`config.mk`:
```
export PLATFORM = sky130hd
export DESIGN_NAME = power_on_reset_gen
export DESIGN_NICKNAME = d
export VERILOG_FILES = /design/src/por_pkg.sv /design/src/power_on_reset_gen.sv
export VERILOG_INCLUDE_DIRS = /design/src
export SDC_FILE = /design/constraint.sdc
export NUM_CORES = 1
export LEC_CHECK = 0
export ABC_AREA = 1
export ABC_CLOCK_PERIOD_IN_PS = 3840
export BUFFER_PORTS_ARGS = -buffer_cell sky130_fd_sc_hd__buf_4
export CAP_MARGIN = 20
export CORE_ASPECT_RATIO = 0.5
export CORE_MARGIN = 2
export CORE_UTILIZATION = 40
export DETAILED_ROUTE_END_ITERATION = 8
export GPL_ROUTABILITY_DRIVEN = 1
export GPL_TIMING_DRIVEN = 0
export SLEW_MARGIN = 20
export SYNTH_ARGS = -nofsm -noshare
export SYNTH_HDL_FRONTEND = slang
export SYNTH_SLANG_ARGS = --single-unit
```
`constraint.sdc`:
```
create_clock -name clk -period 3.84 [get_ports clk]
set_input_delay 0.768 -clock clk [delete_from_list [all_inputs] [get_ports clk]]
set_output_delay 0.768 -clock clk [all_outputs]
set_load 0.05 [all_outputs]
```
`src/por_consts.svh`:
```
// timing constants for the power-on reset generator
// assumes a 125 MHz free-running time base clock
`ifndef POR_CONSTS_SVH
`define POR_CONSTS_SVH

`define POR_CLK_MHZ        125
// hold after both rails good, in microseconds
`define POR_HOLD_US        1500
`define POR_HOLD_CYCLES    (`POR_HOLD_US * `POR_CLK_MHZ)
// pin low filter, in microseconds
`define POR_FILT_US        200
`define POR_FILT_CYCLES    (`POR_FILT_US * `POR_CLK_MHZ)
`define POR_CNT_W          20

`endif

```
`src/por_pkg.sv`:
```
// types for the power-on reset generator
// assumes por_consts.svh is included by users of timing values
package por_pkg;

  typedef enum logic [1:0] {
    PowerHold,
    Running,
    PinHold
  } por_state_t;

  typedef struct packed {
    logic ioRailGood;
    logic coreRailGood;
  } rails_t;

  typedef struct packed {
    logic padOut;
    logic padOe;
  } pad_drive_t;

endpackage : por_pkg

```
`src/power_on_reset_gen.sv`:
```
// power-on reset generator: rail-good and reset pin to internal core reset
// assumes inputs synchronous to clk, a free-running time base; pull-up external
`timescale 1ns/1ps
`include "por_consts.svh"

module power_on_reset_gen #(
  parameter int unsigned HOLD_CYCLES = `POR_HOLD_CYCLES,
  parameter int unsigned FILT_CYCLES = `POR_FILT_CYCLES
) (
  // clock and reset
  input  wire logic           clk,
  input  wire logic           rst_n,
  // rail good indications
  input  wire por_pkg::rails_t rails,
  // open-drain reset pad
  input  wire logic           chipRstPadIn,
  output logic                chipRstPadOut,
  output logic                chipRstPadOe,
  // internal core reset
  output logic                coreRst_n
);

  // ***********************************************************
  // state
  // ***********************************************************
  por_pkg::por_state_t                 state_reg,   state_next;
  logic [`POR_CNT_W-1:0]               holdCnt_reg, holdCnt_next;
  logic [`POR_CNT_W-1:0]               filtCnt_reg, filtCnt_next;
  logic                                coreRst_n_reg, coreRst_n_next;
  logic                                padOe_reg,   padOe_next;
  logic                                railsOk;
  logic                                padLow;

  localparam logic [`POR_CNT_W-1:0] HOLD_LAST = `POR_CNT_W'(HOLD_CYCLES - 1);
  localparam logic [`POR_CNT_W-1:0] FILT_LAST = `POR_CNT_W'(FILT_CYCLES - 1);
  // counter width is fixed: counts must stay below 2**POR_CNT_W or they wrap

  assign railsOk = rails.ioRailGood & rails.coreRailGood;
  // our own drive also pulls the pad low, so only sample when released
  assign padLow  = ~chipRstPadIn & ~padOe_reg;

  // ***********************************************************
  // next state
  // ***********************************************************
  always_comb begin
    state_next     = state_reg;
    holdCnt_next   = holdCnt_reg;
    filtCnt_next   = filtCnt_reg;
    coreRst_n_next = coreRst_n_reg;
    padOe_next     = padOe_reg;
    if (!railsOk) begin
      // any rail loss wins over everything else
      state_next     = por_pkg::PowerHold;
      holdCnt_next   = '0;
      filtCnt_next   = '0;
      coreRst_n_next = 1'b0;
      // released: pin follows the rail through the pull-up
      padOe_next     = 1'b0;
    end else begin
      unique case (state_reg)
        por_pkg::PowerHold: begin
          coreRst_n_next = 1'b0;
          padOe_next     = 1'b1;
          if (holdCnt_reg == HOLD_LAST) begin
            state_next     = por_pkg::Running;
            coreRst_n_next = 1'b1;
            padOe_next     = 1'b0;
            holdCnt_next   = '0;
          end else begin
            holdCnt_next = holdCnt_reg + `POR_CNT_W'(1);
          end
        end
        por_pkg::Running: begin
          padOe_next = 1'b0;
          if (padLow) begin
            if (filtCnt_reg == FILT_LAST) begin
              state_next     = por_pkg::PinHold;
              coreRst_n_next = 1'b0;
              filtCnt_next   = '0;
            end else begin
              filtCnt_next = filtCnt_reg + `POR_CNT_W'(1);
            end
          end else begin
            filtCnt_next = '0;
          end
        end
        por_pkg::PinHold: begin
          // reset stays on while pin low, released when pin rises
          coreRst_n_next = 1'b0;
          if (!padLow) begin
            state_next     = por_pkg::Running;
            coreRst_n_next = 1'b1;
          end
        end
      endcase
    end
  end

  always_ff @(posedge clk or negedge rst_n) begin
    if (!rst_n) begin
      state_reg     <= por_pkg::PowerHold;
      holdCnt_reg   <= '0;
      filtCnt_reg   <= '0;
      coreRst_n_reg <= 1'b0;
      padOe_reg     <= 1'b0;
    end else begin
      state_reg     <= state_next;
      holdCnt_reg   <= holdCnt_next;
      filtCnt_reg   <= filtCnt_next;
      coreRst_n_reg <= coreRst_n_next;
      padOe_reg     <= padOe_next;
    end
  end

  // ***********************************************************
  // outputs
  // ***********************************************************
  // the pad never drives high
  assign chipRstPadOut = 1'b0;
  assign chipRstPadOe  = padOe_reg;
  assign coreRst_n     = coreRst_n_reg;

  // ***********************************************************
  // checks
  // ***********************************************************
  property p_rail_loss;
    @(posedge clk) disable iff (!rst_n) !railsOk |=> !coreRst_n;
  endproperty
  a_rail_loss: assert property (p_rail_loss) else $error("reset not asserted on rail loss");

  property p_pad_low_only;
    @(posedge clk) disable iff (!rst_n) chipRstPadOut == 1'b0;
  endproperty
  a_pad_low_only: assert property (p_pad_low_only) else $error("pad driven high");

  property p_hold_min;
    @(posedge clk) disable iff (!rst_n)
      $rose(coreRst_n) && $past(state_reg) == por_pkg::PowerHold |-> holdCnt_reg == '0 && $past(holdCnt_reg) == HOLD_LAST;
  endproperty
  a_hold_min: assert property (p_hold_min) else $error("reset released before hold time");

  property p_rails_release;
    @(posedge clk) disable iff (!rst_n) $rose(coreRst_n) |-> $past(railsOk);
  endproperty
  a_rails_release: assert property (p_rails_release) else $error("reset released with rail low");

  property p_drive_in_hold;
    @(posedge clk) disable iff (!rst_n)
      state_reg == por_pkg::PowerHold && railsOk ##1 state_reg == por_pkg::PowerHold |-> chipRstPadOe;
  endproperty
  a_drive_in_hold: assert property (p_drive_in_hold) else $error("pad not driven during power hold");

  property p_release_both;
    @(posedge clk) disable iff (!rst_n)
      $past(state_reg) == por_pkg::PowerHold && state_reg == por_pkg::Running |-> coreRst_n && !chipRstPadOe;
  endproperty
  a_release_both: assert property (p_release_both) else $error("driver and reset not released together");

  property p_running_off;
    @(posedge clk) disable iff (!rst_n)
      state_reg == por_pkg::Running |-> !chipRstPadOe && coreRst_n;
  endproperty
  a_running_off: assert property (p_running_off) else $error("driver on in normal operation");

  // a one-cycle rail glitch also drops reset, so key on the rails at the drop edge
  property p_filter;
    @(posedge clk) disable iff (!rst_n)
      $fell(coreRst_n) && $past(railsOk) && $past(state_reg) == por_pkg::Running |-> $past(filtCnt_reg) == FILT_LAST;
  endproperty
  a_filter: assert property (p_filter) else $error("pin reset without full filter time");

  property p_cnt_restart;
    @(posedge clk) disable iff (!rst_n) !railsOk |=> holdCnt_reg == '0;
  endproperty
  a_cnt_restart: assert property (p_cnt_restart) else $error("hold counter not restarted");

  property p_pin_release;
    @(posedge clk) disable iff (!rst_n)
      state_reg == por_pkg::PinHold && chipRstPadIn && railsOk |=> coreRst_n;
  endproperty
  a_pin_release: assert property (p_pin_release) else $error("reset not released after pin rise");

  property p_drive_only_hold;
    @(posedge clk) disable iff (!rst_n) chipRstPadOe |-> state_reg == por_pkg::PowerHold && !coreRst_n;
  endproperty
  a_drive_only_hold: assert property (p_drive_only_hold) else $error("pad driven outside power hold");

  property p_filter_clear;
    @(posedge clk) disable iff (!rst_n)
      state_reg == por_pkg::Running && chipRstPadIn |=> filtCnt_reg == '0;
  endproperty
  a_filter_clear: assert property (p_filter_clear) else $error("filter not cleared by high pad");

  property p_pin_hold_low;
    @(posedge clk) disable iff (!rst_n) state_reg == por_pkg::PinHold |-> !coreRst_n && !chipRstPadOe;
  endproperty
  a_pin_hold_low: assert property (p_pin_hold_low) else $error("core reset released while pin held");

  property p_cnt_bound;
    @(posedge clk) disable iff (!rst_n) holdCnt_reg <= HOLD_LAST && filtCnt_reg <= FILT_LAST;
  endproperty
  a_cnt_bound: assert property (p_cnt_bound) else $error("reset counter beyond its last value");

  // main scenarios: power-up, pin reset, rail loss, short press

  c_power_up:  cover property (@(posedge clk) disable iff (!rst_n) $rose(coreRst_n));
  c_pin_reset: cover property (@(posedge clk) disable iff (!rst_n) state_reg == por_pkg::PinHold);
  c_glitch:    cover property (@(posedge clk) disable iff (!rst_n) state_reg == por_pkg::Running ##1 !railsOk);
  c_pin_drop:  cover property (@(posedge clk) disable iff (!rst_n) state_reg == por_pkg::PinHold ##1 !railsOk);
  c_short_press: cover property (@(posedge clk) disable iff (!rst_n)
    state_reg == por_pkg::Running && filtCnt_reg != '0 ##1 filtCnt_reg == '0 && state_reg == por_pkg::Running);

endmodule : power_on_reset_gen

```
==> out/metrics.cfg, run 1 <==
[critical_path]
cp_max_fo = 10
cp_slowest_cell = clkbuf_1
startpoint_type = flip-flop
end_kind = flip-flop
cpPeakStageDelay_ps = 460
critical_path.most_common_cell = nand2_1
critPathKind = flip-flop to flip-flop
cp.arrival_ps = 2090
cp.required_ps = 4060
crit_chain = inv_1 -> ha_1 -> nor2_1 -> clkbuf_1 -> nand2_1 -> nand2_1

[finish]
register_area_um2 = 1100
fill_cells = 665
multiInputGateArea_um2 = 1320
final_net_count = 387
area_growth_pct = 12.1
drive_above_1_share = 0.0849
layout_commonest_cell = nand2_1
final_cell_mix = nand2_1 (97), nor2_1 (59), dfrtp_1 (44)
diodes = 0

[synthesis]
synth_top_area_cell = dfrtp_1
syn_area_per_cell_um2 = 7.23
synthesis.nets = 374
synth_area_leaders = dfrtp_1 (42%), nand2_1 (14%), nor2_1 (8.4%)
ys_seq_area_frac = 0.419
yosys_warnings = 0
synth_seq_cells = 44
synthCells = 363
synth_area_um2 = 2630
yosysUniqueCellTypes = 30
yosysTopAreaCellShare = 0.419

[detailed_routing]
via_count = 2281
via_per_inst = 4.91
drtIter0Drc = 109
ant_nets = 0
wirelength_um = 5600
firstDrtPassIters = 4
wire_per_inst_um = 12.0
drc_errors = 0

[grt]
grt.overflow.total = 0
track_usage = 0.174
grt_pass1_wl_um = 9900
grt_pass1_vias = 2198
antenna_found_initial = 0
grt_max_degree = 45

[place]
io_buffers = 6
gp_congestion = 0.884
dp_hpwl_um = 4130

[job]
maxCapViolCount = 0

[timing]
slew_headroom = 0.627
fin_crit_sh = 0.486
layout_min_cycle_time_ps = 1870
fmaxAchievable_mhz = 536
setup_viol = 0
hold_ws_ps = 468
clock_skew_ps = 7.70
maxSlewViolCount = 0
grt_setup_unrepaired = no
hold_violations = 0
setup_tns_ps = 0
tightest_slew_ps = 560

[clocking]
clock_latency_ps = 290
numCtsBuffers = 5
clk_path_buf_depth = 2
cts_resized = 0
cts.clk_slew.worst_paths_ps = 60
cts_tree = yes
post_cts_buffers = 0
htreeDepth = 2
hold_buffers = 0
clockRootBuffer = clkbuf_16
cts_num_sinks = 44

[floorplanning]
num_io_pins = 8
dieHeight_um = 61.3
rows = 20
die_w_um = 119
initial_core_util = 0.423
core_um2 = 6210
die-area_um2 = 7270

[run_status]
status = finished, final reports clean

[power_and_ir_drop]
p_leak_nw = 1.32
peakVddDrop_mv = 0.156
power_density_nw_per_um2 = 349

[min_path]
hp-class = input pin to async pin

## per-stage QoR
stage	power [W]	area [um^2]	std cells	util	setup WS, ps
2_1_floorplan	0.000528	2630	363	-	2110
3_3_place_gp	0.000555	2780	457	0.448	1770
3_5_place_dp	0.000557	2780	457	0.448	1730
4_1_cts	0.00104	2950	465	0.475	1970
5_1_grt	0.00108	2950	465	0.475	1770
6_report	0.00103	2950	465	0.475	1970
## cell families (layout without fill, tap and decap cells)
family | after synthesis | in the layout | share of synthesized area
DFF | 44 | 44 | 0.419
other | 1 | 1 | 0.00143
buffers and inverters | 51 | 65 | 0.0800
xor gates and xnor gates | 16 | 16 | 0.0534
adders and majority gates | 6 | 6 | 0.0286
AOI/OAI and AO/OA | 37 | 37 | 0.0753
and+or+nand+nor | 208 | 208 | 0.342
## cell usage after synthesis, drive strengths merged
| cell type | n |
|---|---|
| o21ai | 23 |
| a31oi | 1 |
| xnor2 | 5 |
| nand2 | 102 |
| nor2 | 62 |
| dfrtp | 44 |
| nand4 | 11 |
| o22ai | 3 |
| clkbuf | 1 |
| nand3 | 22 |
| o21bai | 2 |
| nand3b | 1 |
| conb | 1 |
| xor2 | 11 |
| o211ai | 1 |
| nor3 | 10 |
| inv | 47 |
| ha | 6 |
| buf | 3 |
| a21oi | 7 |
## worst max-delay path: cells and delay by family, from the launching register on
kind / cells / cell delay (ps)
flip-flops: 1 / 380
adder cells (fa/ha/maj): 1 / 230
buffers and inverters: 2 / 530
AND/OR/NAND/NOR: 3 / 660
## layer usage
layer  GRT usage  wire [um]
met3      0.0398        129
met5           0          0
met4      0.0663         95
met2       0.313       2650
met1       0.213       2730
## area by class of cell
type / count / share of cell area
buffer: 4 / 0.0115
clock buffer: 6 / 0.0438
clock inverter: 2 / 0.0119
inverter: 47 / 0.0599
multi-input combinational: 268 / 0.446
sequential: 44 / 0.374
tap: 88 / 0.0374
timing repair buffer: 6 / 0.0153
## final timing paths
kind	cells after the start	slack [ps]	start	to
setup / recovery	6	1970	state_reg[0]$_DFFE_PN0P_	holdCnt_reg[12]$_DFFE_PN0P_
hold / removal	1	470	rst_n	filtCnt_reg[8]$_DFFE_PN0N_
setup reg to reg	6	1970	state_reg[0]$_DFFE_PN0P_	holdCnt_reg[12]$_DFFE_PN0P_
hold reg to reg	2	500	state_reg[1]$_DFFE_PN0P_	state_reg[1]$_DFFE_PN0P_
max in group asynchronous	1	2980	rst_n	holdCnt_reg[17]$_DFFE_PN0P_
min in group clk	2	500	state_reg[1]$_DFFE_PN0P_	state_reg[1]$_DFFE_PN0P_
## power breakdown
| group | internal (W) | total, W | switching, W |
|---|---|---|---|
| Sequential | 0.000469 | 0.000473 | 0.00000443 |
| Clock | 0.000306 | 0.000481 | 0.000175 |
| Combinational | 0.0000205 | 0.0000739 | 0.0000533 |
Note: power is estimated with default switching activity, not from simulation.
==> run 2, diff against run 1 <==
ABC_CLOCK_PERIOD_IN_PS = 1790   (was 3840)
clock period = 1.79 ns   (was 3.84 ns; I/O delays follow)
==> out/metrics.cfg, run 2 (synthesis gave the netlist of run 1 again) <==
[finish]
layout_commonest_cell = nand2_1
final_cell_mix = nand2_1 (96), nor2_1 (53), dfrtp_1 (44)
register_area_um2 = 1100
diodes = 0
fill_cells = 656
multiInputGateArea_um2 = 1350
stdcell_area_um2 = 2980
final_util = 0.480
drive_above_1_share = 0.111
area_growth_pct = 13.5
final_net_count = 387

[timing]
slew_headroom = 0.624
grt_setup_unrepaired = no
fin_crit_sh = 0.900
maxSlewViolCount = 0
fmaxAchievable_mhz = 621
timing.final.ws_setup_ps = 179
layout_min_cycle_time_ps = 1610
tightest_slew_ps = 564
setup_viol = 0
hold_violations = 0
clock_skew_ps = 7.01

[critical_path]
critPathKind = flip-flop to flip-flop
end_kind = flip-flop
startpoint_type = flip-flop
r2r_slack_ps = 180
r2r_cells = 8
r2r_end = filtCnt_reg[14]$_DFFE_PN0N_
cp.required_ps = 1960
cp_max_fo = 10
cp.arrival_ps = 1780
r2r_start = state_reg[1]$_DFFE_PN0P_

[power_and_ir_drop]
p_leak_nw = 1.33
peakVddDrop_mv = 0.333
power_density_nw_per_um2 = 743
p_total_w = 0.00221

[floorplanning]
die-area_um2 = 7270
rows = 20
core_um2 = 6210
dieHeight_um = 61.3
die_w_um = 119
initial_core_util = 0.423
num_io_pins = 8

[clocking]
clockRootBuffer = clkbuf_16
cts_num_sinks = 44
htreeDepth = 2
cts.clk_slew.worst_paths_ps = 60
cts_tree = yes
clk_path_buf_depth = 2
clock_latency_ps = 290
numCtsBuffers = 5
post_cts_buffers = 0

[detailed_routing]
wirelength_um = 5640
drc_errors = 0
via_per_inst = 4.91
ant_nets = 0
wire_per_inst_um = 12.1
firstDrtPassIters = 4
drtIter0Drc = 107
via_count = 2281

[grt]
grt_pass1_vias = 2198
grt_max_degree = 45
antenna_found_initial = 0
grt.overflow.total = 0
grt_pass1_wl_um = 9900
track_usage = 0.174

[place]
dp_hpwl_um = 4130
io_buffers = 6
gp_congestion = 0.884
dpl-instance-area_um2 = 2780
place_ws_ps = -56.8

[min_path]
hp-class = input pin to async pin

[job]
maxCapViolCount = 0

[run_status]
status = finished, final reports clean

==> run 2: metal layers <==
metal	global-route usage	part of all wire	up-vias
li1	-	-	1168
met1	0.213	0.49	1087
met2	0.313	0.47	17
met3	0.0398	0.023	9
met4	0.0663	0.017	0
met5	0	0	-
==> run 2: timing repair <==
action                                  4_1_cts  5_1_grt
hold buffers                                  0        0
endpoints found under the setup margin       10       26
pin swaps                                     0        1
resized for setup                             1       12
==> run 2: metrics by stage <==
step           cells  hold WS (ps)  TNS, ps
6_report         465          63.1        0
2_1_floorplan    363          62.4        0
4_1_cts          465          85.3        0
5_1_grt          465           105        0
3_5_place_dp     457           394     -301
3_3_place_gp     457           389    -9.42
==> run 2: critical path: stages, from the launching register on <==
cell,delay [ps]
dfrtp_1,390
inv_1,90
ha_2,220
nor2_2,60
buf_6,140
nor2_1,200
nand4_1,170
xor2_1,160
nor2_1,50
==> run 2: layout make-up <==
| type | count | share of cell area |
|---|---|---|
| repair buffers | 6 | 0.0151 |
| multi-input cells | 268 | 0.453 |
| flip-flops and latches | 44 | 0.369 |
| well taps | 88 | 0.0369 |
| clock buffers | 6 | 0.0432 |
| plain buffers | 4 | 0.0118 |
| inverters | 47 | 0.0592 |
| clock inverters | 2 | 0.0118 |
==> run 2: worst max-delay path by stage <==
stage / end / slack (ps) / from / cells past startpoint
2_1_floorplan: filtCnt_reg[11]$_DFFE_PN0N_ / 270 / state_reg[1]$_DFFE_PN0P_ / 10
3_3_place_gp: holdCnt_reg[8]$_DFFE_PN0P_ / -4 / state_reg[0]$_DFFE_PN0P_ / 6
3_5_place_dp: holdCnt_reg[12]$_DFFE_PN0P_ / -60 / state_reg[0]$_DFFE_PN0P_ / 6
4_1_cts: filtCnt_reg[11]$_DFFE_PN0N_ / 10 / state_reg[1]$_DFFE_PN0P_ / 10
5_1_grt: filtCnt_reg[9]$_DFFE_PN0N_ / 4 / state_reg[1]$_DFFE_PN0P_ / 9
6_report: filtCnt_reg[14]$_DFFE_PN0N_ / 180 / state_reg[1]$_DFFE_PN0P_ / 8
==> run 2: power breakdown <==
part	leakage, nW	switching, W	internal (W)
combinational	0.632	0.000118	0.0000461
clock	0.0808	0.000378	0.000656
sequential	0.612	0.00000970	0.00101
